$ cat config.mk
export PLATFORM = sky130hd
export DESIGN_NAME = air_routing_regs
export DESIGN_NICKNAME = d
export VERILOG_FILES = /design/src/air_pkg.sv /design/src/air_routing_regs.sv
export SDC_FILE = /design/constraint.sdc
export NUM_CORES = 1
export LEC_CHECK = 0
export BUFFER_PORTS_ARGS = -buffer_cell sky130_fd_sc_hd__buf_4
export CORE_MARGIN = 4
export CORE_UTILIZATION = 45
export DETAILED_ROUTE_END_ITERATION = 10
export GPL_TIMING_DRIVEN = 0
export PLACE_DENSITY = 0.82
export SETUP_SLACK_MARGIN = 0.5
export SKIP_LAST_GASP = 1
export SLEW_MARGIN = 0
export SYNTH_ARGS = -nofsm -noshare
export SYNTH_HDL_FRONTEND = slang
export SYNTH_SLANG_ARGS = --single-unit
export TNS_END_PERCENT = 50
$ cat constraint.sdc
create_clock -name clk -period 2.45 [get_ports clk]
set_input_delay 0.3675 -clock clk [delete_from_list [all_inputs] [get_ports clk]]
set_output_delay 0.3675 -clock clk [all_outputs]
set_load 0.02 [all_outputs]
$ cat src/air_pkg.sv
package air_pkg;
  // ==========================================================================
  // Bus and register map.
  localparam int ADDR_W = 8;
  localparam int DATA_W = 8;
  localparam logic [7:0] LEFT_ROUTE_OFS = 8'h15;
  localparam logic [7:0] RIGHT_ROUTE_OFS = 8'h16;
  // ==========================================================================
  // Field positions inside the routing registers; power and rate bits are used only in the right one.
  localparam int MODE_BIT = 7;
  localparam int LEVEL_MSB = 6;
  localparam int LEVEL_LSB = 3;
  localparam int POWER_BIT = 2;
  localparam int RATE_MSB = 1;
  localparam int RATE_LSB = 0;
  // ==========================================================================
  // Level codes, rate codes, the left write mask and values after reset.
  localparam logic [3:0] LEVEL_MAX = 4'h8;
  localparam logic [3:0] LEVEL_OFF = 4'hf;
  localparam logic [1:0] RATE_EVERY_FS = 2'h0;
  localparam logic [1:0] RATE_EVERY_2FS = 2'h1;
  localparam logic [7:0] LEFT_WRITE_MASK = 8'hf8;
  localparam logic [7:0] LEFT_ROUTE_RST = 8'h78;
  localparam logic [7:0] RIGHT_ROUTE_RST = 8'h78;
endpackage

$ cat src/air_routing_regs.sv
`timescale 1ns/100ps
// What this block does
// RULE1 - Bit 7 of each routing register picks single-ended (0) or differential (1).
// RULE2 - Software programs the same mode bit in both registers when routing both ways.
// RULE3 - Level codes 0 to 8 give 0 to -12 dB and connect to the left mixer.
// RULE4 - The same codes in the right register connect to the right mixer.
// RULE5 - Level code 1111 disconnects; it is the reset value of the field.
// RULE6 - Software never writes the reserved level codes 1001 to 1110.
// RULE7 - Left register bits 2 to 0 read as zero; software writes zeros there.
// RULE8 - Right register bit 2 powers the right channel up; it resets to zero.
// RULE9 - Right bits 1 to 0 set stepping: every sample, every two samples, or off.
// RULE10 - Stepping walks the applied gain one code per interval; off means immediate.
module air_routing_regs (
  input wire logic clk,
  input wire logic sys_rst,
  input wire logic [air_pkg::ADDR_W-1:0] addr,
  input wire logic [air_pkg::DATA_W-1:0] wr_data,
  input wire logic wr_en,
  input wire logic rd_en,
  input wire logic fs_tick,
  output logic [air_pkg::DATA_W-1:0] rd_data,
  output logic left_diff_mode,
  output logic left_connect,
  output logic [3:0] left_level,
  output logic right_diff_mode,
  output logic right_connect,
  output logic [3:0] right_pga_gain,
  output logic right_adc_power
);
  import air_pkg::*;

  logic [7:0] left_route;
  logic [7:0] right_route;
  logic [7:0] next_left_route;
  logic [7:0] next_right_route;
  logic [7:0] next_rd_data;
  logic next_left_connect;
  logic next_right_connect;
  logic [3:0] next_right_pga_gain;
  logic fs_phase;
  logic next_fs_phase;
  logic step_due;
  logic [3:0] right_target;
  logic [1:0] right_rate;

  assign right_target = right_route[LEVEL_MSB:LEVEL_LSB];
  assign right_rate = right_route[RATE_MSB:RATE_LSB];

  // ==========================================================================
  // Register writes and reads.
  // The left register never stores its low bits, so they cannot read back set.
  always_comb begin
    next_left_route = left_route;
    next_right_route = right_route;
    next_rd_data = 8'h00;
    if (wr_en && addr == LEFT_ROUTE_OFS) begin
      next_left_route = wr_data & LEFT_WRITE_MASK; // [RULE7]
    end
    if (wr_en && addr == RIGHT_ROUTE_OFS) begin
      next_right_route = wr_data; // [RULE8] [RULE9]
    end
    // A code above the last gain step leaves the input disconnected.
    next_left_connect = next_left_route[LEVEL_MSB:LEVEL_LSB] <= LEVEL_MAX; // [RULE3] [RULE5]
    next_right_connect = next_right_route[LEVEL_MSB:LEVEL_LSB] <= LEVEL_MAX; // [RULE4] [RULE5]
    if (rd_en) begin
      if (addr == LEFT_ROUTE_OFS) begin
        next_rd_data = left_route; // [RULE7]
      end else if (addr == RIGHT_ROUTE_OFS) begin
        next_rd_data = right_route;
      end
    end
  end

  // ==========================================================================
  // Soft stepping of the applied right gain.
  // A jump to or from the disconnected code is taken at once, since there
  // is no gain between a code and an open switch to walk through.
  // The half-rate phase is never cleared by a write, so a new slow step may
  // wait one extra sample tick; this costs at most one sample of latency.
  always_comb begin
    next_fs_phase = fs_phase;
    if (fs_tick) begin
      next_fs_phase = !fs_phase;
    end
    step_due = fs_tick && (right_rate == RATE_EVERY_FS ||
                           (right_rate == RATE_EVERY_2FS && fs_phase)); // [RULE9]
    next_right_pga_gain = right_pga_gain;
    if (right_rate[1] || right_target > LEVEL_MAX || right_pga_gain > LEVEL_MAX) begin
      next_right_pga_gain = right_target; // [RULE9] [RULE10]
    end else if (step_due && right_pga_gain < right_target) begin
      next_right_pga_gain = right_pga_gain + 4'h1; // [RULE10]
    end else if (step_due && right_pga_gain > right_target) begin
      next_right_pga_gain = right_pga_gain - 4'h1; // [RULE10]
    end
  end

  // ==========================================================================
  // State and output flops; outputs other than right_pga_gain and rd_data track the registers from the same edge.
  // Connect flags are decoded in the write logic, so this block only registers.
  always_ff @(posedge clk) begin
    if (sys_rst) begin
      left_route <= LEFT_ROUTE_RST; // [RULE5]
      right_route <= RIGHT_ROUTE_RST; // [RULE5] [RULE8]
      rd_data <= 8'h00;
      fs_phase <= 1'b0;
      right_pga_gain <= LEVEL_OFF;
      left_diff_mode <= 1'b0;
      left_connect <= 1'b0;
      left_level <= LEVEL_OFF;
      right_diff_mode <= 1'b0;
      right_connect <= 1'b0;
      right_adc_power <= 1'b0;
    end else begin
      left_route <= next_left_route;
      right_route <= next_right_route;
      rd_data <= next_rd_data;
      fs_phase <= next_fs_phase;
      right_pga_gain <= next_right_pga_gain;
      left_diff_mode <= next_left_route[MODE_BIT]; // [RULE1]
      left_level <= next_left_route[LEVEL_MSB:LEVEL_LSB];
      left_connect <= next_left_connect; // [RULE3] [RULE5]
      right_diff_mode <= next_right_route[MODE_BIT]; // [RULE1]
      right_connect <= next_right_connect; // [RULE4] [RULE5]
      right_adc_power <= next_right_route[POWER_BIT]; // [RULE8]
    end
  end

  // ==========================================================================
  // Assertions and covers.
  a_left_mode_write: assert property ( // [RULE1]
    @(posedge clk) disable iff (sys_rst)
    (wr_en && addr == LEFT_ROUTE_OFS) |=> left_diff_mode == $past(wr_data[MODE_BIT]))
    else $error("Left mode bit did not follow the write.");

  a_left_connect_map: assert property ( // [RULE3]
    @(posedge clk) disable iff (sys_rst)
    (wr_en && addr == LEFT_ROUTE_OFS)
      |=> left_connect == ($past(wr_data[LEVEL_MSB:LEVEL_LSB]) <= LEVEL_MAX))
    else $error("Left connect does not match the level code.");

  a_right_connect_map: assert property ( // [RULE4]
    @(posedge clk) disable iff (sys_rst)
    (wr_en && addr == RIGHT_ROUTE_OFS)
      |=> right_connect == ($past(wr_data[LEVEL_MSB:LEVEL_LSB]) <= LEVEL_MAX))
    else $error("Right connect does not match the level code.");

  a_reset_disconnect: assert property ( // [RULE5]
    @(posedge clk)
    sys_rst |=> (!left_connect && !right_connect && left_level == LEVEL_OFF))
    else $error("Inputs not disconnected after reset.");

  a_left_low_zero: assert property ( // [RULE7]
    @(posedge clk) disable iff (sys_rst)
    (rd_en && addr == LEFT_ROUTE_OFS) |=> rd_data[2:0] == 3'h0)
    else $error("Left register low bits read nonzero.");

  a_power_write: assert property ( // [RULE8]
    @(posedge clk) disable iff (sys_rst)
    (wr_en && addr == RIGHT_ROUTE_OFS) |=> right_adc_power == $past(wr_data[POWER_BIT]))
    else $error("Right power bit did not follow the write.");

  a_step_off_now: assert property ( // [RULE9]
    @(posedge clk) disable iff (sys_rst)
    (wr_en && addr == RIGHT_ROUTE_OFS && wr_data[RATE_MSB]) ##1 !wr_en
      |=> right_pga_gain == $past(wr_data[LEVEL_MSB:LEVEL_LSB], 2))
    else $error("Gain not applied at once with stepping off.");

  a_step_holds: assert property ( // [RULE10]
    @(posedge clk) disable iff (sys_rst)
    (!right_rate[1] && !fs_tick && right_pga_gain <= LEVEL_MAX && right_target <= LEVEL_MAX)
      |=> $stable(right_pga_gain))
    else $error("Gain moved without a sample tick while stepping.");

  // ==========================================================================
  // Field mirrors, applied-gain steps, reset and read-back checks.
  // Each check pins outputs to what was written, stepped or reset, so a broken
  // decode shows at the very edge that should have moved it.
  a_right_mode_write: assert property ( // [RULE1]
    @(posedge clk) disable iff (sys_rst)
    (wr_en && addr == RIGHT_ROUTE_OFS) |=> right_diff_mode == $past(wr_data[MODE_BIT]))
    else $error("Right mode bit did not follow the write.");

  a_left_level_store: assert property ( // [RULE3]
    @(posedge clk) disable iff (sys_rst)
    (wr_en && addr == LEFT_ROUTE_OFS)
      |=> left_level == $past(wr_data[LEVEL_MSB:LEVEL_LSB]))
    else $error("Left level code did not follow the write.");

  a_reset_power_off: assert property ( // [RULE8]
    @(posedge clk)
    sys_rst |=> (!right_adc_power && right_pga_gain == LEVEL_OFF))
    else $error("Right channel not powered down after reset.");

  a_power_read_back: assert property ( // [RULE8]
    @(posedge clk) disable iff (sys_rst)
    (rd_en && addr == RIGHT_ROUTE_OFS) |=> rd_data[POWER_BIT] == $past(right_adc_power))
    else $error("Power bit read back differs from the power output.");

  a_fast_step: assert property ( // [RULE9] [RULE10]
    @(posedge clk) disable iff (sys_rst)
    (fs_tick && right_rate == RATE_EVERY_FS && right_pga_gain <= LEVEL_MAX &&
     right_target <= LEVEL_MAX && right_pga_gain != right_target)
      |=> right_pga_gain == ($past(right_pga_gain < right_target) ?
                             $past(right_pga_gain) + 4'h1 : $past(right_pga_gain) - 4'h1))
    else $error("Gain did not take one step toward the target on a tick.");

  a_slow_skip: assert property ( // [RULE9]
    @(posedge clk) disable iff (sys_rst)
    (fs_tick && right_rate == RATE_EVERY_2FS && !fs_phase &&
     right_pga_gain <= LEVEL_MAX && right_target <= LEVEL_MAX)
      |=> $stable(right_pga_gain))
    else $error("Gain stepped on the skipped tick at half rate.");

  // Covers mark the main scenarios: a connect, a step at any rate and one at half
  // rate, a power-up and a change of input mode.
  c_left_connect: cover property (@(posedge clk) disable iff (sys_rst) $rose(left_connect));
  c_right_step: cover property (@(posedge clk) disable iff (sys_rst)
    !right_rate[1] && step_due && right_pga_gain != right_target);
  c_power_up: cover property (@(posedge clk) disable iff (sys_rst) $rose(right_adc_power));
  c_slow_step: cover property (@(posedge clk) disable iff (sys_rst)
    right_rate == RATE_EVERY_2FS && step_due && right_pga_gain != right_target);
  c_diff_mode: cover property (@(posedge clk) disable iff (sys_rst) $rose(right_diff_mode));
endmodule
Word level (Yosys, flattened, before mapping)
Index checks and enable logic that the tools add are counted.

cells by class
  $add $sub $neg = 2
  magnitude comparators = 6
  equal/unequal tests = 3
  muxes and demuxes = 7
  bitwise logic cells = 2
  reduce and logical (&&, ||, !) cells = 14

operator list
  operator                                                               number
  8-bit two-way mux                                                      4
  8-bit by 5-bit equality test with 1-bit output, second input constant  2
  4-bit two-way mux                                                      3
  4-bit > comparator, second input constant                              2
  4-bit <= comparator, second input constant                             2
  1-bit logical AND                                                      6
  4-bit by 1-bit adder with 4-bit output, second input constant          1
  4-bit > comparator                                                     1
  4-bit < comparator                                                     1
  4-bit OR reduction                                                     1
  4-bit by 1-bit subtractor with 4-bit output, second input constant     1
  1-bit logical OR                                                       3
  3-bit nonzero test                                                     1
  2-bit by 1-bit equality test with 1-bit output, second input constant  1
  2-bit logical NOT                                                      1
  1-bit inverter                                                         2
  2-bit OR reduction                                                     1
  1-bit logical NOT                                                      1

storage, ports and cells
  bits in registers = 35
  bits of input ports = 21
  logic and storage cells = 47

Depth between registers and ports, before layout
Gate-level depths: netlist of run 1.

  depth after elaboration = 8
  mapped depth = 11

Worst setup path before layout of run 1
Ideal clock, no wire load.

  path kind = register -> register
  from = reg right_pga_gain[1]
  to = reg right_pga_gain[3]
  library setup time = 87 ps
  data arrival time = 2363 ps
  path slack = 0 ps
  cell stages (with the launch flop) = 11
  period minus slack after synthesis = 2450 ps
  cells stage by stage = dfxtp_1 ha_1 nor2b_1 o211ai_1 nand4_1 ha_1 a21o_1 a21oi_1 xnor2_1 xnor2_1 o31ai_1

on the way
  longest elaborated chain between the ends = 4
  elaborated cells on any way between the ends = 12
  classes of those cells = 2 x add/sub; 3 x order compare; 3 x mux; 4 x reduce/logical

RTL lines
  element                                                                                   RTL line                                        RTL
  from (decl)                                                                               air_routing_regs.sv:27                          output logic [3:0] right_pga_gain,
  from (signal assigned)                                                                    air_routing_regs.sv:118                         right_pga_gain <= next_right_pga_gain;
  4-bit by 1-bit subtractor with 4-bit output / 4-bit < comparator (equally long branches)  air_routing_regs.sv:93, air_routing_regs.sv:90
  4-bit two-way mux / 1-bit logical AND (equally long branches)                             air_routing_regs.sv:92, air_routing_regs.sv:90
  4-bit two-way mux                                                                         air_routing_regs.sv:90                          end else if (step_due && right_pga_gain < right_target) begin
  4-bit two-way mux                                                                         air_routing_regs.sv:88                          if (right_rate[1] || right_target > LEVEL_MAX || right_pga_gain > LEVEL_MAX) begin

Several ways; a longest one is shown, not always the timed one. The select of a mux whose other input is x is not followed.
A chain may end at the register's enable or synchronous reset.

Worst setup path after layout of run 1
  from = reg right_route[4]
  to = reg right_pga_gain[3]

on the way
  longest elaborated chain between the ends = 4
  elaborated cells on any way between the ends = 10
  classes of those cells = 3 x order compare; 2 x mux; 5 x reduce/logical

RTL lines
  element                                                          RTL line                                        RTL
  from (decl)                                                      air_routing_regs.sv:33                          logic [7:0] right_route;
  from (signal assigned)                                           air_routing_regs.sv:115                         right_route <= next_right_route;
  4-bit < comparator / 4-bit > comparator (equally long branches)  air_routing_regs.sv:90, air_routing_regs.sv:88
  1-bit logical AND / 1-bit logical OR (equally long branches)     air_routing_regs.sv:90, air_routing_regs.sv:88
  4-bit two-way mux / 1-bit logical OR (equally long branches)     air_routing_regs.sv:90, air_routing_regs.sv:88
  4-bit two-way mux / 3-bit nonzero test (equally long branches)   -

Several ways; a longest one is shown, not always the timed one.

==> results.py, run 1 <==
metrics = {
    "synth": {
        "syn-num-nets": 163,
        "ys_warn_count": 0,
        "ys_ff_latch": 28,
        "netlist_area_sq_um": 1336,
        "avgSynthCellArea_sq_um": 9.898,
        "synth_top_area_cell": "dfxtp_1",
        "ys_top_cells_by_area": "dfxtp_1, a211o_1, nor2_1",
        "ys_types": 37,
        "synth_top_area_share_pct": 41.95,
        "seq_area_frac_synth_pct": 41.95,
        "netlist_instances": 135,
    },
    "die": {
        "num_io_pins": 42,
        "start_util_pct": 47.64,
        "rows": 19,
        "die_w_microns": 62.50,
        "die_h_microns": 62.50,
        "core_area_sq_um": 2805,
        "dieArea_sq_um": 3906,
    },
    "worst_setup_path": {
        "reg2reg_to": "right_pga_gain[3]",
        "start_kind": "flop",
        "required_ps": 2690,
        "r2r_start": "right_route[4]",
        "crit_path_end_kind": "flop",
        "r2r.worst_path.cells": 11,
        "rrSetupSlack_ps": 140,
        "cp.arrival_ps": 2550,
        "crit_fanout": 2,
        "critical_path_class": "flop to flop",
    },
    "final_layout": {
        "layout_common_cells": "buf_4, nor2_1, dfxtp_1",
        "multi_input_area_sq_um": 764.5,
        "diodes": 0,
        "syn_to_final_growth_pct": 38.76,
        "final_common_cell": "buf_4",
        "nFillCells": 223,
        "fin_nets": 216,
        "seq_area_sq_um": 578.1,
        "design_area_sq_um": 1854,
        "drive_gt1_share_pct": 41.18,
    },
    "placement": {
        "hpwl_mm": 2.400,
        "gp_congestion": 0.8664,
        "dpl_cell_area_sq_um": 1707,
        "io_buffers": 41,
    },
    "drt": {
        "antenna_left": 0,
        "post_drt_wl_per_cell_microns": 14.77,
        "drt-pass1-iter-count": 4,
        "vias": 1163,
        "drc": 0,
        "routed_via_density": 5.335,
        "drtIter0Drc": 44,
        "wl_mm": 3.220,
    },
    "timing": {
        "fin_crit_sh_pct": 94.34,
        "fmax_mhz": 432.6,
        "slew_viol_final": 0,
        "finalCriticalPeriod_ps": 2311,
        "finalHoldViolCount": 0,
        "slew-limit-headroom_pct": 67.13,
        "rsz0062_at_grt": "yes",
        "finalSetupViolations": 0,
        "whs_ps": 256.7,
        "clock_skew_ps": 6.973,
        "worstMarginPinSlew_ps": 493.0,
    },
    "clocking": {
        "h-tree-depth": 1,
        "root_buffer": "clkbuf_4",
        "cts-buffers-inserted": 3,
        "cts.reportedPaths.clkPinSlew_ps": 150,
        "max-clock-path-buffers": 2,
        "cts.sinks": 28,
        "cts_tree": "done",
        "clk_latency_ps": 330,
    },
    "power": {
        "vdd_drop_max_mv": 0.2248,
        "p_leak_nw": 0.8453,
        "power_density_nw_per_um2": 418.1,
    },
    "global_route": {
        "grtUsageMet1_pct": 20.84,
        "grtUsageMet2_pct": 29.96,
        "grt_pass1_wl_mm": 5.430,
        "antenna_found_initial": 0,
        "grt_pass1_vias": 1182,
        "grt_max_degree": 17,
        "overflow": 0,
        "grtUsageMet3_pct": 2.698,
        "grt_usage_pct": 16.83,
        "top_usage_layer": "met2",
    },
    "min_path": {
        "hold_start": "wr_data[2]",
        "min_to": "right_route[2]",
        "hold_path.class": "primary input to flop",
        "hold_depth": 3,
    },
    "run": {
        "max_cap_violations": 0,
    },
    "run_status": {
        "status": "completed",
    },
}
state kept, by name, summed over array words and instances, names as in the netlist:
signal	cells
fs_phase	1
left_connect	1
left_diff_mode	1
left_level	3
left_route	1
rd_data	8
right_connect	1
right_diff_mode	1
right_pga_gain	4
right_route	7
power by group:
part / leakage [nW] / total [mW] / switching [mW] / internal, mW
clock: 0.0261 / 0.262 / 0.137 / 0.125
sequential: 0.223 / 0.456 / 0.00175 / 0.455
combinational: 0.596 / 0.0574 / 0.0248 / 0.0326
total: 0.845 / 0.775 / 0.163 / 0.612
timing repair:
action                     in CTS  in global routing
cloned                          0                  0
buffers inserted                4                  3
setup endpoints to repair       3                  3
pin swaps                       9                  6
hold buffers                    0                  0
gates resized for setup         7                  4
stage by stage:
step / power [mW] / std cells / setup WS [ps] / utilization [%] / TNS (ps)
final: 0.7752 / 218 / 138.6 / 66.10 / 0
after global routing: 0.8078 / 218 / 30.76 / 66.10 / 0
after CTS: 0.7778 / 215 / 111.6 / 64.63 / 0
after detailed placement: 0.5247 / 207 / -86.04 / 60.84 / -86.04
after global placement: 0.5237 / 207 / 115.3 / 60.84 / 0
after floorplan: 0.4920 / 135 / 262.9 / - / 0
synthesized netlist by cell type (all sizes together):
cell and instances:
nand2 1, buf 3, fa 1, a22oi 5
xor2 1, mux2i 7, o211ai 2, clkbuf 2
ha 6, and2b 2, nor2b 3, nor2 25
o31ai 3, o21a 1, or2b 1, nor3 3
or2 1, o311a 1, nand3 2, a211oi 2
nor4b 1, nand3b 1, xnor2 4, a211o 11
and2 3, a21oi 2, nand4 2, a21o 1
inv 8, dfxtp 28, nand2b 1, nand4bb 1
per-layer routing:
| metal | wire, microns | vias up | part of all wire, % |
|---|---|---|---|
| met5 | 0 | - | 0 |
| met4 | 65 | 0 | 2.0 |
| met3 | 135 | 8 | 4.2 |
| met2 | 1650 | 30 | 51 |
| met1 | 1369 | 543 | 43 |
| li1 | - | 582 | - |
kinds of logic after synthesis:
family / count (synthesis) / synth area share [%]
and+or+nand+nor: 47 / 19.94
AOI/OAI and AO/OA: 28 / 17.60
DFF: 28 / 41.95
buffers and inverters: 13 / 4.869
muxes: 7 / 5.244
adders and majority gates: 7 / 7.116
xor gates and xnor gates: 5 / 3.277
final cells by class:
class	count	share of cell area [%]
Inverter	8	1.619
Tap cell	31	2.092
Multi-Input combinational cell	94	41.23
Buffer	5	1.889
Timing Repair Buffer	48	19.43
Clock buffer	4	2.564
Sequential cell	28	31.17
worst max-delay path, cell delays in order (launching register included):
cell and delay (ps):
dfxtp_4 380, inv_2 40, ha_4 210, nor2b_4 120, o211ai_1 170, nand4_1 170
ha_1 330, a21o_1 180, a21oi_2 120, xnor2_1 140, xnor2_1 80, o31ai_1 270
worst max-delay path by stage:
stage                                  from                end  slack (ps)  depth (start not counted)
after floorplan           right_pga_gain[1]  right_pga_gain[3]         260                         10
after global placement       right_route[4]  right_pga_gain[3]         120                         11
after detailed placement     right_route[4]  right_pga_gain[3]         -90                         11
after CTS                    right_route[4]  right_pga_gain[3]         110                         11
after global routing         right_route[5]  right_pga_gain[3]          30                         10
final                        right_route[4]  right_pga_gain[3]         140                         11
(Power assumes the default switching activity.)
==> run 2: changes to the inputs <==
- PLACE_DENSITY: 0.82 -> default
- PLACE_DENSITY_LB_ADDON: default -> 0.05
==> run 2 against run 1 <==
Effect of this change:
- clock power is 3% lower
- non-clock buffer count shrank 1
- critical path depth is the same
- sequential power hardly changed
- total power decreased by 0.78%
- clock skew fell by 6.2 ps
- hold slack improved by 8.8 ps
- register-to-register slack about the same
- sequential share of layout area about the same
- maximum frequency rose by 0.63%
==> results.py, run 2 (same netlist as run 1, synthesis figures left out) <==
metrics = {
    "run_status": {
        "status": "completed",
    },
    "final_layout": {
        "reg_top3": "rd_data: 8 flops, right_route: 7 flops, right_pga_gain: 4 flops",
        "drive_gt1_share_pct": 40.86,
        "diodes": 0,
        "design_area_sq_um": 1852,
        "syn_to_final_growth_pct": 38.58,
        "layout_common_cells": "buf_4, nor2_1, dfxtp_1",
        "final_common_cell": "buf_4",
        "fin_nets": 215,
        "utilization_pct": 66.01,
        "largest_register_ff_count": 8,
        "fin_cells": 217,
        "largest-register": "rd_data",
    },
    "worst_setup_path": {
        "reg2reg_to": "right_pga_gain[3]",
        "cp.arrival_ps": 2550,
        "path_buf_inv": 1,
        "required_ps": 2700,
        "worst_path_most_repeated_cell": "xnor2_1",
        "cp_cell_sequence": "inv_2, ha_4, nor2b_4, o211ai_1, nand4_1, ha_1, a21o_1, a21oi_2, xnor2_1, xnor2_1, o31ai_1",
        "crit_path_end_kind": "flop",
        "r2r.worst_path.cells": 11,
        "rrSetupSlack_ps": 150,
        "critPathSlowestCell": "dfxtp_4",
        "critical_path_class": "flop to flop",
        "critPathTopFamily": "compound AO/OA/AOI/OAI gates",
        "start_kind": "flop",
        "slowest_delay_ps": 390,
        "r2r_start": "right_route[4]",
        "crit_fanout": 2,
    },
    "timing": {
        "whs_ps": 265.5,
        "layout_setup_ws_ps": 153.0,
        "rsz0062_at_grt": "yes",
        "fin_crit_sh_pct": 93.75,
        "worstMarginPinSlew_ps": 493.6,
        "fin_setup_tns_ps": 0,
        "slew_viol_final": 0,
        "fmax_mhz": 435.4,
        "clock_skew_ps": 0.7477,
        "finalSetupViolations": 0,
        "finalHoldViolCount": 0,
        "slew-limit-headroom_pct": 67.03,
        "finalCriticalPeriod_ps": 2297,
    },
    "die": {
        "core_area_sq_um": 2805,
        "start_util_pct": 47.64,
        "dieArea_sq_um": 3906,
        "die_w_microns": 62.50,
        "die_h_microns": 62.50,
        "num_io_pins": 42,
        "rows": 19,
    },
    "clocking": {
        "h-tree-depth": 1,
        "ctsHoldBuffers": 0,
        "cts.reportedPaths.clkPinSlew_ps": 140,
        "max-clock-path-buffers": 2,
        "root_buffer": "clkbuf_4",
        "cts_tree": "done",
        "cts.sinks": 28,
        "cts-buffers-inserted": 3,
        "clk_latency_ps": 320,
    },
    "power": {
        "seqPwrFrac_pct": 59.3,
        "p_sw_mw": 0.1573,
        "switching_share_pct": 20.45,
        "power_density_nw_per_um2": 415.4,
        "p_leak_nw": 0.8442,
        "p_int_mw": 0.6119,
        "total_power_mw": 0.7692,
        "p_clk_share_pct": 33.2,
        "combPwrFrac_pct": 7.5,
        "vdd_drop_max_mv": 0.5534,
    },
    "global_route": {
        "grt_pass1_vias": 1080,
        "grt_usage_pct": 15.31,
        "overflow": 0,
        "grt_pass1_wl_mm": 4.871,
        "grt_max_degree": 17,
        "antenna_found_initial": 0,
    },
    "placement": {
        "hpwl_mm": 2.311,
        "dpl_cell_area_sq_um": 1707,
        "dp_slack_ps": 43.90,
        "dp_cells": 207,
        "io_buffers": 41,
        "gp_congestion": 0.7795,
    },
    "min_path": {
        "hold_path.class": "primary input to flop",
        "hold_start": "wr_data[1]",
        "min_to": "right_route[1]",
        "hold_depth": 3,
    },
    "drt": {
        "antenna_left": 0,
        "drtIter0Drc": 25,
        "drc": 0,
        "drt-pass1-iter-count": 5,
        "routed_via_density": 5.295,
        "vias": 1149,
        "wl_mm": 3.079,
        "post_drt_wl_per_cell_microns": 14.19,
    },
    "run": {
        "max_cap_violations": 0,
    },
}
run 2: cell types whose count changed in the layout (fill, tap and decap cells not counted):
| cell | delta |
|---|---|
| buf_6 | +1 |
| ha_1 | +1 |
| ha_2 | -1 |
| a21oi_2 | +1 |
| a21oi_1 | -1 |
| buf_4 | -2 |
run 2: area by class of cell:
class                   count  area [sq um]
fillers                   230         953.4
repair buffers             47         356.6
inverters                   8         30.03
well taps                  31         38.79
clock buffers               4         47.55
flip-flops and latches     28         578.1
multi-input cells          94         765.7
plain buffers               5         35.03
run 2: metal layers:
layer  wire length [microns]  track usage (%)  vias to the layer above  share of wire (%)
li1                        -                -                      580                  -
met1                    1374            19.36                      526                 45
met2                    1466            25.30                       41                 48
met3                     226            6.115                        2                7.3
met4                      12            1.653                        0               0.39
met5                       0                0                        -                  0
run 2: how the worst max path moves through the flow:
stage / slack (ps) / start / cells after the start / to
finish: 150 / right_route[4] / 11 / right_pga_gain[3]
global route: 70 / right_route[4] / 11 / right_pga_gain[2]
CTS: 170 / right_route[4] / 11 / right_pga_gain[2]
detailed placement: 40 / right_route[4] / 11 / right_pga_gain[3]
global placement: 90 / right_route[4] / 11 / right_pga_gain[3]
floorplan: 260 / right_pga_gain[1] / 10 / right_pga_gain[3]
run 2: worst reg2reg max path, delay by kind of cell (launching register included):
family | cells | cell delay (ps)
buffers and inverters | 1 | 40
and+or+nand+nor | 2 | 310
AOI/OAI and AO/OA | 4 | 690
DFF | 1 | 390
adders and majority gates | 2 | 530
xor gates and xnor gates | 2 | 280
run 2: power groups by stage:
stage | Sequential (mW) | Clock, mW | Combinational (mW)
CTS | 0.457 | 0.268 | 0.0575
finish | 0.456 | 0.255 | 0.0577
global route | 0.457 | 0.277 | 0.0635
floorplan | 0.469 | 0 | 0.0235
detailed placement | 0.468 | 0 | 0.0568
global placement | 0.468 | 0 | 0.0555
run 2: timing repair:
action | in CTS | in global routing
pin swaps | 2 | 8
gates resized for setup | 3 | 10
setup buffers | 3 | 3
endpoints found under the setup margin | 3 | 3
